[config.mk]
export PLATFORM = sky130hd
export DESIGN_NAME = adc_sequencer_control
export DESIGN_NICKNAME = d
export VERILOG_FILES = /design/src/core/adc_sequencer_control.v
export VERILOG_INCLUDE_DIRS = /design/src /design/src/core
export SDC_FILE = /design/constraint.sdc
export NUM_CORES = 1
export LEC_CHECK = 0
export ABC_AREA = 1
export BUFFER_PORTS_ARGS = -buffer_cell sky130_fd_sc_hd__buf_2
export CAP_MARGIN = 20
export CORE_ASPECT_RATIO = 0.8
export CORE_MARGIN = 2
export CORE_UTILIZATION = 40
export DETAILED_ROUTE_END_ITERATION = 12
export GPL_TIMING_DRIVEN = 0
export SETUP_SLACK_MARGIN = 0.05
export SYNTH_ARGS = -nofsm -noshare
export SYNTH_HDL_FRONTEND = slang
export SYNTH_SLANG_ARGS = --single-unit
[constraint.sdc]
create_clock -name clk -period 2.09 [get_ports clk]
set_input_delay 0.209 -clock clk [delete_from_list [all_inputs] [get_ports clk]]
set_output_delay 0.209 -clock clk [all_outputs]
set_load 0.03 [all_outputs]
[src/core/adc_seq_defs.vh]
// register offsets, field positions, reset values and timing counts for the converter control
// Contract
// - clearing enable aborts and clears all flags
// - irq enable gates end-of-sequence interrupt
// - channel codes 0-11 valid, 11XX reserved
// - scan and repeat writes ignored while started
// - repeat mode loops cycle, else stops
// - scan 00 single, 01 four channels
// - start self-clears only when not repeating
// - divide codes give 1 to 32
// - delay codes give 1 to 64 clocks
// - powerdown on reset, or when disabled with the power bit set
// - results fill slots zero to three
// - result is 8-bit linear code
// - result slots need no reset value
// - control bits reset to zero
// - reading any slot clears pending interrupt
// - conversion takes ten converter clocks
// - done set on last store of a cycle, cleared on slot read
// - overwrite full slot sets sticky overrun flag
// - index loads 11 on start, increments
`ifndef ADC_SEQ_DEFS_VH
`define ADC_SEQ_DEFS_VH
`define OFF_ENABLE   8'h00
`define OFF_MODE     8'h04
`define OFF_TIMING   8'h08
`define OFF_STATUS   8'h0C
`define OFF_SLOT0    8'h10
`define OFF_SLOT1    8'h14
`define OFF_SLOT2    8'h18
`define OFF_SLOT3    8'h1C
`define EN_BIT       0
`define IRQEN_BIT    2
`define START_BIT    7
`define SCAN_LSB     5
`define REPEAT_BIT   4
`define CHAN_LSB     0
`define DIV_LSB      0
`define DELAY_LSB    3
`define PWR_BIT      6
`define ST_DONE      0
`define ST_BUSY      1
`define ST_OVR       2
`define ST_IDX_LSB   4
`define CTRL_RESET   8'h00
`define ENABLE_MASK  8'h05
`define TIMING_MASK  8'h7F
`define CONV_CLOCKS  4'hA
`define DIV_MAX_CODE   3'h5
`define DELAY_MAX_CODE 3'h6
`define IDX_START      2'h3
`define RESP_OKAY    2'h0
`define RESP_SLVERR  2'h2
`endif

[src/core/adc_sequencer_control.v]
// converter control: registers, clock enable, sequencer and result slots
`timescale 1ns/10ps
`default_nettype none
`include "adc_seq_defs.vh"
module adc_sequencer_control #(
  parameter ADDR_W = 8
) (
  // clock and reset
  input  wire              clk,
  input  wire              rst,
  // axi4-lite write address and data
  input  wire [ADDR_W-1:0] awaddr,
  input  wire              awvalid,
  output reg               awready,
  input  wire [31:0]       wdata,
  input  wire [3:0]        wstrb,
  input  wire              wvalid,
  output reg               wready,
  output reg  [1:0]        bresp,
  output reg               bvalid,
  input  wire              bready,
  // axi4-lite read
  input  wire [ADDR_W-1:0] araddr,
  input  wire              arvalid,
  output reg               arready,
  output reg  [31:0]       rdata,
  output reg  [1:0]        rresp,
  output reg               rvalid,
  input  wire              rready,
  // analog core
  output reg  [3:0]        anChannel,
  output reg               anSample,
  output reg               anPowerDown,
  output reg               convIrq,
  input  wire [7:0]        anResult
);
  localparam S_IDLE = 2'b00;
  localparam S_DELAY = 2'b01;
  localparam S_CONV = 2'b10;

  // exponent code to count, shared by divider and delay
  function [6:0] pow2;
    input [2:0] code;
    begin
      pow2 = 7'h01 << code;
    end
  endfunction

  // reserved codes fold onto the slowest legal setting, so a stray write
  // cannot zero a count and leave the sequencer racing or wrapping
  function [6:0] clampPow2;
    input [2:0] code;
    input [2:0] maxCode;
    begin
      if (code > maxCode)
        clampPow2 = pow2(maxCode);
      else
        clampPow2 = pow2(code);
    end
  endfunction

  // register word match, shared by every write strobe
  function regHit;
    input [ADDR_W-1:0] addr;
    input [7:0]        offset;
    begin
      regHit = (addr == offset);
    end
  endfunction

  reg  [7:0] enableCtl_q, modeCtl_q, timingCtl_q;
  reg  [7:0] slot_q [0:3];
  reg  [3:0] slotFull_q;
  reg        done_q, ovr_q;
  reg  [1:0] lastIdx_q;
  reg  [1:0] state_q;
  reg  [6:0] pre_q, cnt_q;
  reg  [1:0] step_q;
  reg        tick_q;
  reg  [2:0] pinA_q, pinB_q;
  reg  [7:0] resA_q, resB_q;
  reg  [ADDR_W-1:0] awAddr_q;
  reg        awHave_q, wHave_q;
  reg  [31:0] wData_q;
  reg  [3:0] wStrb_q;

  wire enabled  = enableCtl_q[`EN_BIT];
  wire started  = modeCtl_q[`START_BIT];
  wire scanMode = (modeCtl_q[`SCAN_LSB+1:`SCAN_LSB] == 2'b01);
  wire repeatOn = modeCtl_q[`REPEAT_BIT];
  wire doWrite  = awHave_q && wHave_q && !bvalid;
  wire doRead   = arvalid && arready;
  wire [ADDR_W-1:0] rAddr = araddr;
  wire readsSlot = doRead && (rAddr[7:4] == 4'h1) && (rAddr[1:0] == 2'b00);
  wire wLow = wStrb_q[0];
  // register strobes, taken once both write halves are in
  wire wEn  = doWrite && wLow && regHit(awAddr_q, `OFF_ENABLE);
  wire wMode = doWrite && wLow && regHit(awAddr_q, `OFF_MODE);
  wire wTim = doWrite && wLow && regHit(awAddr_q, `OFF_TIMING);
  wire wStat = doWrite && wLow && regHit(awAddr_q, `OFF_STATUS);

  // sequencing decodes
  wire convEnd = (state_q == S_CONV) && tick_q && (cnt_q == 7'h01);
  // a cycle is four stores when scanning or repeating, else one
  wire fourStep = scanMode || repeatOn;
  wire lastStep = !fourStep || (step_q == 2'b11);
  // a repeating single-channel cycle ends early once software drops start
  wire stopNow  = scanMode ? (lastStep && (!repeatOn || !started))
                           : (!repeatOn || !started);
  wire seqEnd   = convEnd && (lastStep || stopNow);

  // tick period in system clocks, sample delay in converter clocks
  wire [6:0] divCount   = clampPow2(timingCtl_q[`DIV_LSB+2:`DIV_LSB], `DIV_MAX_CODE);
  wire [6:0] delayCount = clampPow2(timingCtl_q[`DELAY_LSB+2:`DELAY_LSB], `DELAY_MAX_CODE);
  wire [1:0] nextIdx = lastIdx_q + 2'b01;
  wire startRise = wMode && wData_q[`START_BIT] && !started;

  ////////////////////////////////////////////////////////////////
  // write channel capture; address and data taken in either order
  always @(posedge clk) begin
    if (rst) begin
      awready  <= 1'b1;
      wready   <= 1'b1;
      awHave_q <= 1'b0;
      wHave_q  <= 1'b0;
      awAddr_q <= {ADDR_W{1'b0}};
      wData_q  <= 32'h00000000;
      wStrb_q  <= 4'h0;
      bvalid   <= 1'b0;
      bresp    <= `RESP_OKAY;
    end else begin
      if (awvalid && awready) begin
        awAddr_q <= awaddr;
        awHave_q <= 1'b1;
        awready  <= 1'b0;
      end
      if (wvalid && wready) begin
        wData_q <= wdata;
        wStrb_q <= wstrb;
        wHave_q <= 1'b1;
        wready  <= 1'b0;
      end
      if (doWrite) begin
        bvalid <= 1'b1;
        bresp  <= (awAddr_q[7:5] == 3'b000 && awAddr_q[1:0] == 2'b00) ?
                  `RESP_OKAY : `RESP_SLVERR;
        awHave_q <= 1'b0;
        wHave_q  <= 1'b0;
      end
      if (bvalid && bready) begin
        bvalid  <= 1'b0;
        awready <= 1'b1;
        wready  <= 1'b1;
      end
    end
  end

  ////////////////////////////////////////////////////////////////
  // read channel; one read outstanding, arready drops until rready
  always @(posedge clk) begin
    if (rst) begin
      arready <= 1'b1;
      rvalid  <= 1'b0;
      rdata   <= 32'h00000000;
      rresp   <= `RESP_OKAY;
    end else begin
      if (doRead) begin
        arready <= 1'b0;
        rvalid  <= 1'b1;
        rresp   <= `RESP_OKAY;
        case (rAddr)
          `OFF_ENABLE: rdata <= {24'h000000, enableCtl_q};
          `OFF_MODE:   rdata <= {24'h000000, modeCtl_q};
          `OFF_TIMING: rdata <= {24'h000000, timingCtl_q};
          `OFF_STATUS: rdata <= {24'h000000, 2'b00, lastIdx_q, 1'b0, ovr_q,
                                 (state_q != S_IDLE), done_q};
          `OFF_SLOT0:  rdata <= {24'h000000, slot_q[0]};
          `OFF_SLOT1:  rdata <= {24'h000000, slot_q[1]};
          `OFF_SLOT2:  rdata <= {24'h000000, slot_q[2]};
          `OFF_SLOT3:  rdata <= {24'h000000, slot_q[3]};
          default: begin
            rdata <= 32'h00000000;
            rresp <= `RESP_SLVERR;
          end
        endcase
      end
      if (rvalid && rready) begin
        rvalid  <= 1'b0;
        arready <= 1'b1;
      end
    end
  end

  ////////////////////////////////////////////////////////////////
  // control registers; reserved bits kept at zero
  always @(posedge clk) begin
    if (rst) begin
      enableCtl_q <= `CTRL_RESET;
      modeCtl_q   <= `CTRL_RESET;
      timingCtl_q <= `CTRL_RESET;
    end else begin
      if (wEn)
        enableCtl_q <= wData_q[7:0] & `ENABLE_MASK;
      if (wTim)
        timingCtl_q <= wData_q[7:0] & `TIMING_MASK;
      // mode fields take writes even while off, so setup can precede enable
      if (wMode) begin
        modeCtl_q[3:0] <= wData_q[3:0];
        if (!started)  // scan and repeat bits frozen once started
          modeCtl_q[6:4] <= wData_q[6:4];
      end
      // start: disable beats software, software beats the hardware clear
      if (!enabled || (wEn && !wData_q[`EN_BIT])) begin
        modeCtl_q[`START_BIT] <= 1'b0;
      end else if (wMode) begin
        modeCtl_q[`START_BIT] <= wData_q[`START_BIT];
      end else if (convEnd && stopNow && !repeatOn) begin
        modeCtl_q[`START_BIT] <= 1'b0;
      end
    end
  end

  ////////////////////////////////////////////////////////////////
  // converter clock as a one-cycle enable from a prescaler
  always @(posedge clk) begin
    if (rst || !enabled) begin
      pre_q  <= 7'h00;
      tick_q <= 1'b0;
    end else if (pre_q + 7'h01 >= divCount) begin
      pre_q  <= 7'h00;
      tick_q <= 1'b1;
    end else begin
      pre_q  <= pre_q + 7'h01;
      tick_q <= 1'b0;
    end
  end

  ////////////////////////////////////////////////////////////////
  // sequencer: sample delay, ten clocks of conversion, next step
  always @(posedge clk) begin
    if (rst || !enabled) begin
      state_q <= S_IDLE;  // abort in progress
      cnt_q   <= 7'h00;
      step_q  <= 2'b00;
    end else begin
      case (state_q)
        S_IDLE: begin
          if (startRise) begin
            state_q <= S_DELAY;
            step_q  <= 2'b00;
            cnt_q   <= delayCount;
          end
        end
        S_DELAY: begin
          if (tick_q) begin
            if (cnt_q == 7'h01) begin
              state_q <= S_CONV;
              cnt_q   <= {3'b000, `CONV_CLOCKS};
            end else begin
              cnt_q <= cnt_q - 7'h01;
            end
          end
        end
        S_CONV: begin
          if (tick_q) begin
            if (cnt_q == 7'h01) begin
              // software clearing start stops after this conversion or scan
              if (stopNow) begin
                state_q <= S_IDLE;
              end else begin
                state_q <= S_DELAY;
                cnt_q   <= delayCount;
              end
              step_q <= fourStep ? step_q + 2'b01 : 2'b00;
            end else begin
              cnt_q <= cnt_q - 7'h01;
            end
          end
        end
        default: state_q <= S_IDLE;
      endcase
    end
  end

  ////////////////////////////////////////////////////////////////
  // analog result passes two flops before it is stored
  always @(posedge clk) begin
    resA_q <= anResult;
    resB_q <= resA_q;
  end

  // result slots hold no reset value
  always @(posedge clk) begin
    if (enabled && convEnd)
      slot_q[nextIdx] <= resB_q;  // 8-bit linear code
  end

  ////////////////////////////////////////////////////////////////
  // status flags; a new store beats a same-cycle read or write-one clear, but a disable clears over it
  always @(posedge clk) begin
    if (rst || !enabled || (wEn && !wData_q[`EN_BIT])) begin
      done_q     <= 1'b0;
      ovr_q      <= 1'b0;
      slotFull_q <= 4'h0;
      lastIdx_q  <= `IDX_START;
    end else begin
      if (startRise)
        lastIdx_q <= `IDX_START;
      if (readsSlot)
        slotFull_q[rAddr[3:2]] <= 1'b0;
      if (readsSlot)
        done_q <= 1'b0;
      if (wStat && wData_q[`ST_OVR])
        ovr_q <= 1'b0;  // write one clears
      if (convEnd) begin
        lastIdx_q <= nextIdx;
        slotFull_q[nextIdx] <= 1'b1;
        if (slotFull_q[nextIdx])
          ovr_q <= 1'b1;
        if (lastStep || stopNow)
          done_q <= 1'b1;
      end
    end
  end

  ////////////////////////////////////////////////////////////////
  // analog-side controls and the interrupt line
  always @(posedge clk) begin
    if (rst) begin
      anChannel   <= 4'h0;
      anSample    <= 1'b0;
      anPowerDown <= 1'b1;
      convIrq     <= 1'b0;
    end else begin
      anChannel <= modeCtl_q[3:0] + (scanMode ? {2'b00, step_q} : 4'h0);
      anSample  <= (state_q == S_DELAY);
      anPowerDown <= timingCtl_q[`PWR_BIT] && !enabled;
      if (!enabled || readsSlot)
        convIrq <= 1'b0;
      else if (seqEnd && enableCtl_q[`IRQEN_BIT])
        convIrq <= 1'b1;
    end
  end
endmodule
`default_nettype wire

Yosys cells after proc, flatten, opt, wreduce, memory -nomap -nowiden. Memory sizes are Yosys's and may differ from the RTL's. Cells that the tools add are included.

Output and inout bits: 48. Bits in registers: 127. Bits in latches: 0. Bits of input ports: 67. Logic and storage cells: 188. Memory bits (read-only): 0. Memories: 1. Bits in writable memories: 32.

Memories: slot_q (depth 4, width 8, read ports 4, clocked after Yosys merged registers in 0, wr ports 1, line adc_sequencer_control.v:72) `reg [7:0] slot_q [0:3];`.

Div/mod/pow operators: 0. Magnitude comparators: 7. Reduce and logical (&&, ||, !) cells: 66. Bitwise gates (word level): 4. Eq/ne operators: 22. Muxes and demuxes: 48. Shifts and indexed selects: 2. Add/subtract/negate cells: 5. Multipliers: 0.

Operators by type and width (count): one-hot mux 8 bit (8 select lines) (1); two-way mux 7 bit (8); == test 8 x 4 -> 1 bit (second input constant) (4); == test 8 x 5 -> 1 bit (second input constant) (4); logical AND 1 bit (30); two-way mux 2 bit (14); one-hot mux 7 bit (3 select lines) (1); == test 8 x 3 -> 1 bit (second input constant) (2); logical NOT 8 bit (2); two-way mux 1 bit (16); left shift 1 x 3 -> 7 bit (first input constant) (2); two-way mux 4 bit (3); OR reduction 2 bit (6); AND reduction 5 bit (2); logical OR 1 bit (8); inequality test 2 bit (second input constant) (4); nonzero test 2 bit (4); OR reduction 8 bit (1); adder 7 x 1 -> 7 bit (second input constant) (1); == test 7 x 1 -> 1 bit (second input constant) (1); >= comparator 7 bit (1); subtractor 7 x 1 -> 7 bit (second input constant) (1); greater-than comparator 3 bit (second input constant) (2); logical NOT 1 bit (6); other kinds (22) (30).

Longest topological paths before layout. Gate-level depths: netlist (run 1).

Depth after elaboration: 10. Depth in mapped cells: 13. Depth with buffers taken out: 12.

Least setup slack after synthesis (run 1). No wires, ideal clock.

Path kind: reg2reg. From: register pre_q[0]. To: register pre_q[0]. Library setup time: 121 ps. Clock period less this slack: 2042 ps. Stages on the path, launching flop included: 13. Path buffers: 1. Slack: 48 ps. Arrival time: 1921 ps. Cell sequence: dfxtp_1 -> ha_1 -> nand3_1 -> nor2_1 -> xnor2_1 -> inv_1 -> ha_1 -> nand2_1 -> o21a_1 -> o211ai_1 -> or2_1 -> clkbuf_1 -> nor2_1.

Word-level cells in the longest chain between the ends: 3.

RTL lines: start, declared (line adc_sequencer_control.v:77) `reg [6:0] pre_q, cnt_q;`; start signal, assigned (line adc_sequencer_control.v:233) `pre_q <= pre_q + 7'h01;`; adder 7 x 1 -> 7 bit * (line adc_sequencer_control.v:229, adc_sequencer_control.v:233); >= comparator 7 bit (line adc_sequencer_control.v:229) `end else if (pre_q + 7'h01 >= divCount) begin`; OR reduction 2 bit (no line).

Mark *: on every way between the ends. The rest lies on a longest branch, timed or not. A chain may end at the register's enable or synchronous reset.

Final worst setup path (run 1).
From: register pre_q[0]. To: register pre_q[6].

Same word-level chain as after synthesis.

==> qor.csv, run 1 <==
metric;value;unit
status;finished clean;
syn_avg_cell_area;7.98;um2
maxSlewHeadroom;0.522;
critPathArrivalTime;2.38;ns
cp-start-kind;flip-flop;
fin_crit_sh;0.967;
core;14900;um2
worst-path-buf-inv;2;
yosys.area_share.simple;0.261;
ioPinCount;115;
cpMostUsedCell;ha_4;
clk_pin_slew;0.06;ns
synthXorXnorAreaFrac;0.0101;
synth_top_family_by_area;simple AND/OR/NAND/NOR gates;
regArea;3000;um2
path_max_fanout;7;
hold_violations;0;
grt_pass1_vias;4599;
grt_antenna_before_repair;0;
setup_viol;0;
cts-root-buf;clkbuf_16;
synth_ff_type;dfxtp_1;
htree_levels;4;
layout_setup_ws;0.0691;ns
worstMarginPinSlew;0.714;ns
place_ws;-0.455;ns
synth-compound-area-share;0.0992;
fin_nets;972;
ant_nets;0;
synth_edf_count;32;
n_fill_cell;1423;
syn_inst;758;
cts_tree;built;
insertion_delay;0.42;ns
ys_warn_count;0;
timing.rr.end;pre_q[6];
via_per_inst;4.67;
final_layout_size_suffix_gt1_frac;0.230;
grt_max_degree;17;
drc;0;
seq_area_frac_synth;0.493;
die-area;16100;um2
grt-ovfl-total;0;
critPathTopFamily;simple AND/OR/NAND/NOR gates;
criticalPathCategory;flip-flop to flip-flop;
die_y;114;um
die_w;142;um
slowest_stage;dfxtp_4;
place_congestion;0.846;
synth-async-reset-ratio;0;
multi_input_area;2850;um2
powerDensity;810;nW/um2
rr_worst_depth;12;
grt_usage;0.184;
start_util;0.406;
worstPathRequired;2.45;ns
netlist_area;6050;um2
synth.area.top_cells;dfxtp_1 33%, edfxtp_1 16%, nand2_1 12%;
worst-path-stages;12;
rows;40;
max_stage_delay;0.37;ns
diodes;0;
cp_cell_sequence;ha_4, nand3_4, nor2_4, xnor2_2, inv_2, ha_4, a21oi_2, o21a_1, o211ai_1, or2_1, buf_8, nor2_1;
netlist.area_leader.share;0.334;
cts.path.max_buffers;2;
min_period;2.02;ns
synth_area_leader_cell;dfxtp_1;
io_buffers;60;
yosys.area_share.adder;0.0488;
crit_start;pre_q[0];
synthTopCellsByCount;195 x nand2_1, 122 x nor2_1, 101 x dfxtp_1;
yosysMostFrequentCell;nand2_1;
synthMuxAreaShare;0;
end_kind;flip-flop;
p_leak;0.00341;uW
drv_cap;0;
ys_ff_latch;133;
ys_types;44;
clock_sinks;133;
routed_wl;14600;um
r2r-start;pre_q[0];
drt_iter0_drc;311;
fin_util;0.521;
fin_skew;0.00452;ns
hp-class;input pin to flip-flop;
drt_pass1_iterations;5;
routedWlPerCell;13.5;um
grt_pass1_wl;22900;um
max-vdd-ir-drop;520;uV
fmax;495;MHz
place_hpwl;10400;um
rsz0062_at_grt;true;
cp-endpoint;pre_q[6];
vias;5067;
timing_max_transition_violations_final;0;
synthToLayoutAreaGrowth;28.4;%
cts_buffers;17;
r2r_setup_slack;0.07;ns
-- cells by family (layout without fill, tap and decap cells) --
logic type,Yosys count,in the layout
other,2,27
AOI/OAI and AO/OA,105,105
adders and majority gates,23,23
xor gates and xnor gates,7,7
DFF,133,133
and+or+nand+nor,377,377
buffers and inverters,111,223
-- what timing repair did --
item,4_1_cts,5_1_grt
setup endpoints to repair,39,46
gates cloned,0,0
resized for setup,29,26
endpoints found under the hold margin,9,0
hold buffers,9,0
buffers inserted,8,3
pin swaps,18,9
-- layout make-up --
| type | instances | share of cell area |
|---|---|---|
| Inverter | 72 | 0.0351 |
| Buffer | 39 | 0.0341 |
| Sequential cell | 133 | 0.385 |
| Timing Repair Buffer | 80 | 0.0673 |
| Clock buffer | 17 | 0.0547 |
| Multi-Input combinational cell | 539 | 0.367 |
| Clock inverter | 15 | 0.0259 |
| Tap cell | 189 | 0.0304 |
-- cells in the final DEF (no fill, tap or decap), types with 27 or more instances in the layout --
master    netlist  layout
a21oi_1        35      33
buf_2           2      62
buf_4          26      33
conb_1          2      27
dfxtp_1       101      97
edfxtp_1       32      32
inv_1          63      60
nand2_1       195     189
nor2_1        122     113
o21ai_0        42      42
-- worst min-delay path: stages --
cell and delay (ns):
buf_2 0.07, o21ai_0 0.07, nor2_1 0.07
-- how the worst min path moves through the flow --
stage / depth (start not counted) / startpoint / end
after floorplan: 0 / anResult[0] / resA_q[0]
after global placement: 0 / resA_q[5] / resB_q[5]
after detailed placement: 0 / resA_q[4] / resB_q[4]
after CTS: 3 / bready / wready
after global routing: 3 / awaddr[1] / awAddr_q[1]
final: 3 / awaddr[1] / awAddr_q[1]
-- power by group --
part           switching [uW]  total [uW]  internal [uW]  leakage [uW]
registers                46.1        2740           2690       0.00112
clock network            1260        3190           1930      0.000306
logic                     240         372            132       0.00199
-- flip-flops by register name (all words and copies together) (netlist names), 7 cells and up --
register / cells
timingCtl_q: 7
resB_q: 8
rdata: 8
awAddr_q: 8
cnt_q: 7
modeCtl_q: 8
slot_q: 32
wData_q: 8
pre_q: 7
resA_q: 8
-- metal layers --
metal / wire (um) / GRT usage / up-vias / part of all wire
li1: - / - / 2629 / -
met4: 176 / 0.0520 / 0 / 0.012
met3: 921 / 0.0504 / 13 / 0.063
met1: 7400 / 0.263 / 2268 / 0.51
met5: 0 / 0 / - / 0
met2: 6150 / 0.272 / 157 / 0.42
-- through the flow --
step / total power (uW) / area (um2) / hold slack (ns) / TNS (ns) / cells
floorplan: 3040 / 6150 / 0.237 / 0 / 783
finish: 6300 / 7770 / 0.0333 / 0 / 1084
global route: 6500 / 7770 / 0.0367 / -0.428 / 1084
detailed placement: 3150 / 6680 / 0.312 / -13.81 / 1032
global placement: 3140 / 6680 / 0.311 / -12.95 / 1032
CTS: 6350 / 7620 / 0.0215 / 0 / 1081
(Power assumes the default switching activity.)
==> run 2, diff against run 1 <==
- ABC_AREA: 1 -> 0
==> qor.csv, run 2 <==
metric;value;unit
synth-compound-area-share;0.159;
insertion_delay;0.43;ns
synthToLayoutAreaGrowth;29.7;%
drt_pass1_iterations;11;
violations;DRC, setup timing;
fin_util;0.534;
p_total;5990;uW
synthTopCellsByCount;101 x dfxtp_1, 74 x nand2_1, 59 x a21oi_1;
start_util;0.412;
criticalPathCategory;flip-flop to flip-flop;
whs;0.0246;ns
timing_max_transition_violations_final;0;
place_hpwl;10500;um
diodes;0;
final_common_cell;dfxtp_1;
min_period;2.38;ns
ioPinCount;115;
yosys.area_share.adder;0.0498;
drt_iter0_drc;408;
ys_types;63;
powerDensity;779;nW/um2
rsz0062_at_grt;true;
io_buffers;58;
grt-ovfl-total;0;
synth.area.top_cells;dfxtp_1 34%, edfxtp_1 16%, a21oi_1 5.0%;
fin_nets;829;
ys_ff_latch;133;
routedWlPerCell;16.2;um
setup_viol;22;
die_w;140;um
grt_pass1_wl;24200;um
fin_skew;0.0105;ns
drv_cap;0;
p_leak;0.00302;uW
synth_area_leader_cell;dfxtp_1;
max-vdd-ir-drop;489;uV
yosysMostFrequentCell;dfxtp_1;
grt_max_degree;17;
layout.cells.non_filler;936;
vias;4895;
placed_cells;879;
maxSlewHeadroom;0.470;
rows;39;
synthMuxAreaShare;0.0490;
synthXorXnorAreaFrac;0.0118;
die-area;15800;um2
cts_buffers;17;
cts-root-buf;clkbuf_16;
syn_inst;612;
worstMarginPinSlew;0.794;ns
worstPathRequired;2.44;ns
synth-async-reset-ratio;0;
path_max_fanout;7;
synth_edf_count;32;
netlist_area;5930;um2
htree_levels;4;
final_layout_size_suffix_gt1_frac;0.273;
ys_warn_count;0;
die_y;113;um
synth_ff_type;dfxtp_1;
clk_pin_slew;0.06;ns
layout_setup_ws;-0.289;ns
fin_crit_sh;1.14;
via_per_inst;5.23;
status;complete, but fails checks;
hold_violations;0;
largest_register;slot_q;
yosys.area_share.simple;0.157;
routed_wl;15200;um
drc;3;
place_congestion;0.876;
fmax;420;MHz
post_dp_cell_area;6560;um2
netlist.area_leader.share;0.341;
cp-start-kind;flip-flop;
core;14400;um2
cts_tree;built;
grt_antenna_before_repair;0;
synth_top_family_by_area;compound AO/OA/AOI/OAI gates;
seq_area_frac_synth;0.503;
critPathArrivalTime;2.73;ns
end_kind;flip-flop;
hp-class;input pin to flip-flop;
grt_pass1_vias;4725;
clock_sinks;133;
ant_nets;0;
cts.path.max_buffers;2;
largest_reg_flops;32;
most-common-layout-cells;94 x dfxtp_1, 73 x nand2_1, 58 x buf_2, 53 x a21oi_1, 40 x buf_4;
design_area;7690;um2
syn_avg_cell_area;9.69;um2
grt_usage;0.196;
## run 2: cell count changes after synthesis, moves of 10 or more
cell,delta
a211oi_1,+10
a21oi_1,+24
clkbuf_1,+15
inv_1,-35
mux2i_1,+11
nand2_1,-121
nor2_1,-83
nor2_2,-10
o21ai_0,-15
## run 2: final cells by class
class / instances / area (um2)
fill: 1306 / 6700
multi-input combinational: 423 / 2940
inverter: 28 / 105
clock buffer: 18 / 429
sequential: 133 / 3000
clock inverter: 14 / 143
buffer: 54 / 350
tap: 184 / 230
timing repair buffer: 82 / 497
## run 2: power breakdown
group          total [uW]  switching [uW]  internal [uW]
clock network        2880            1210           1670
logic                 398             242            157
registers            2720            38.9           2680
total                5990            1490           4510
## run 2: logic make-up after synthesis
kind of cell,Yosys count
adder cells (fa/ha/maj),23
flip-flops,133
other,2
multiplexers,21
XOR/XNOR,8
AND/OR/NAND/NOR,192
AO/OA/AOI/OAI,151
buffers and inverters,82
## run 2: path summary, 6_finish.rpt
| path | endpoint | slack, ns | startpoint | cells past startpoint |
|---|---|---|---|---|
| worst max-delay path | step_q[0] | -0.29 | awAddr_q[6] | 5 |
| worst min-delay path | arready | 0.02 | rready | 2 |
| worst min register to register | resB_q[7] | 0.33 | resA_q[7] | 0 |
| worst max register to register | step_q[0] | -0.29 | awAddr_q[6] | 5 |
## run 2: worst max-delay path, cell delays in order (launching register included)
cell and delay (ns):
dfxtp_1 0.31, or4_4 0.54, or4b_4 0.54, o21a_4 0.28, or4_4 0.52, a21oi_2 0.12
## run 2: what timing repair did
| action | CTS | global route |
|---|---|---|
| gates cloned | 1 | 0 |
| pin swaps | 10 | 11 |
| setup endpoints to repair | 74 | 75 |
| hold buffers | 9 | 0 |
| hold endpoints to repair | 9 | 0 |
| resized for setup | 60 | 35 |
| setup buffers | 6 | 9 |
## run 2: metrics by stage
stage | TNS (ns) | worst slack [ns]
2_1_floorplan | -1.08 | -0.178
3_3_place_gp | -21.18 | -0.422
3_5_place_dp | -21.41 | -0.420
4_1_cts | -2.48 | -0.293
5_1_grt | -4.76 | -0.314
6_report | -2.40 | -0.289
## run 2: routing by layer
metal / vias up / global-route usage / wire length [um]
li1: 2399 / - / -
met1: 2345 / 0.263 / 7150
met2: 132 / 0.320 / 7090
met3: 19 / 0.0410 / 747
met4: 0 / 0.0660 / 218
met5: - / 0 / 0
==> run 3, diff against run 2 <==
==> constraint.sdc (replaced) <==
create_clock -name clk -period 2.09 [get_ports clk]
set_input_delay 0.3135 -clock clk [delete_from_list [all_inputs] [get_ports clk]]
set_output_delay 0.3135 -clock clk [all_outputs]
set_load 0.005 [all_outputs]
==> qor.csv, run 3 (synthesis gave the netlist of run 2 again) <==
metric;value;unit
end_kind;flip-flop;
drt_pass1_iterations;11;
place_hpwl;10500;um
fin_nets;828;
cts.path.max_buffers;2;
drv_cap;0;
final_layout_size_suffix_gt1_frac;0.273;
grt_usage;0.196;
worstMarginPinSlew;0.793;ns
synthToLayoutAreaGrowth;29.6;%
critPathArrivalTime;2.74;ns
layout_setup_ws;-0.295;ns
io_buffers;58;
die_w;140;um
cts_tree;built;
p_leak;0.00302;uW
post_dp_cell_area;6560;um2
fin_crit_sh;1.14;
routed_wl;15200;um
routedWlPerCell;16.3;um
most-common-layout-cells;94 x dfxtp_1, 73 x nand2_1, 58 x buf_2, 53 x a21oi_1, 40 x buf_4;
placed_cells;879;
die_y;113;um
path_max_fanout;7;
grt_antenna_before_repair;0;
worstPathRequired;2.45;ns
powerDensity;771;nW/um2
cp-start-kind;flip-flop;
grt_pass1_wl;24200;um
layout.cells.non_filler;935;
grt-ovfl-total;0;
violations;DRC, setup timing;
min_period;2.39;ns
design_area;7680;um2
grt_max_degree;17;
setup_viol;24;
via_per_inst;5.24;
core;14400;um2
rows;39;
clk_pin_slew;0.06;ns
timing_max_transition_violations_final;0;
fmax;419;MHz
fin_util;0.534;
place_congestion;0.876;
die-area;15800;um2
largest_reg_flops;32;
cpMostUsedCell;or4_4;
insertion_delay;0.43;ns
largest_register;slot_q;
cp_cell_sequence;or4_4, or4b_4, o21a_4, or4_4, a21oi_2;
drc;3;
final_common_cell;dfxtp_1;
vias;4902;
maxSlewHeadroom;0.471;
diodes;0;
max_stage_delay;0.54;ns
cts_buffers;17;
start_util;0.412;
hold_violations;0;
htree_levels;4;
max-vdd-ir-drop;491;uV
clock_sinks;133;
hp-class;input pin to flip-flop;
ioPinCount;115;
drt_iter0_drc;376;
ant_nets;0;
criticalPathCategory;flip-flop to flip-flop;
rsz0062_at_grt;true;
grt_pass1_vias;4725;
fin_skew;0.0104;ns
status;complete, but fails checks;
slowest_stage;or4_4;
cts-root-buf;clkbuf_16;
run 3: worst paths after layout:
| kind | start | end | slack [ns] | depth (start not counted) |
|---|---|---|---|---|
| worst max-delay path | awAddr_q[6] | step_q[0] | -0.30 | 5 |
| worst min-delay path | wvalid | wready | 0.1 | 2 |
| worst max register to register | awAddr_q[6] | step_q[0] | -0.30 | 5 |
| worst min register to register | resA_q[7] | resB_q[7] | 0.33 | 0 |
run 3: per-stage QoR:
| step | hold WS [ns] | TNS (ns) | total power [uW] | setup slack (ns) |
|---|---|---|---|---|
| finish | 0.0964 | -2.53 | 5930 | -0.295 |
| global route | 0.128 | -4.76 | 6110 | -0.314 |
| CTS | 0.0916 | -2.48 | 5940 | -0.293 |
| detailed placement | 0.312 | -21.56 | 3050 | -0.420 |
| global placement | 0.311 | -21.33 | 3040 | -0.422 |
| floorplan | 0.310 | -1.08 | 2950 | -0.178 |
run 3: power by group:
| part | leakage, uW | switching [uW] | internal, uW |
|---|---|---|---|
| registers | 0.00112 | 39.2 | 2680 |
| logic | 0.00163 | 171 | 153 |
| clock network | 0.000276 | 1210 | 1670 |
| total | 0.00302 | 1420 | 4500 |
run 3: worst max-delay path: cells and delay by family, from the launching register on:
family           cells  cell delay [ns]
AND/OR/NAND/NOR      3             1.60
AO/OA/AOI/OAI        2             0.40
flip-flops           1             0.31
run 3: layout make-up:
type	instances	area, um2
multi-input cells	423	2940
fillers	1306	6710
clock buffers	18	429
repair buffers	81	487
clock inverters	14	143
inverters	28	105
flip-flops and latches	133	3000
plain buffers	54	350
well taps	184	230
run 3: what timing repair did:
item,in CTS,in global routing
hold buffers,8,0
setup buffers,6,9
hold endpoints to repair,8,0
setup endpoints to repair,74,75
pin swaps,10,11
gates cloned,1,0
resized for setup,60,35
run 3: per-layer routing:
metal | vias to the layer above | track usage | routed length, um
li1 | 2401 | - | -
met1 | 2349 | 0.263 | 7250
met2 | 128 | 0.320 | 7070
met3 | 24 | 0.0410 | 640
met4 | 0 | 0.0660 | 236
met5 | - | 0 | 0
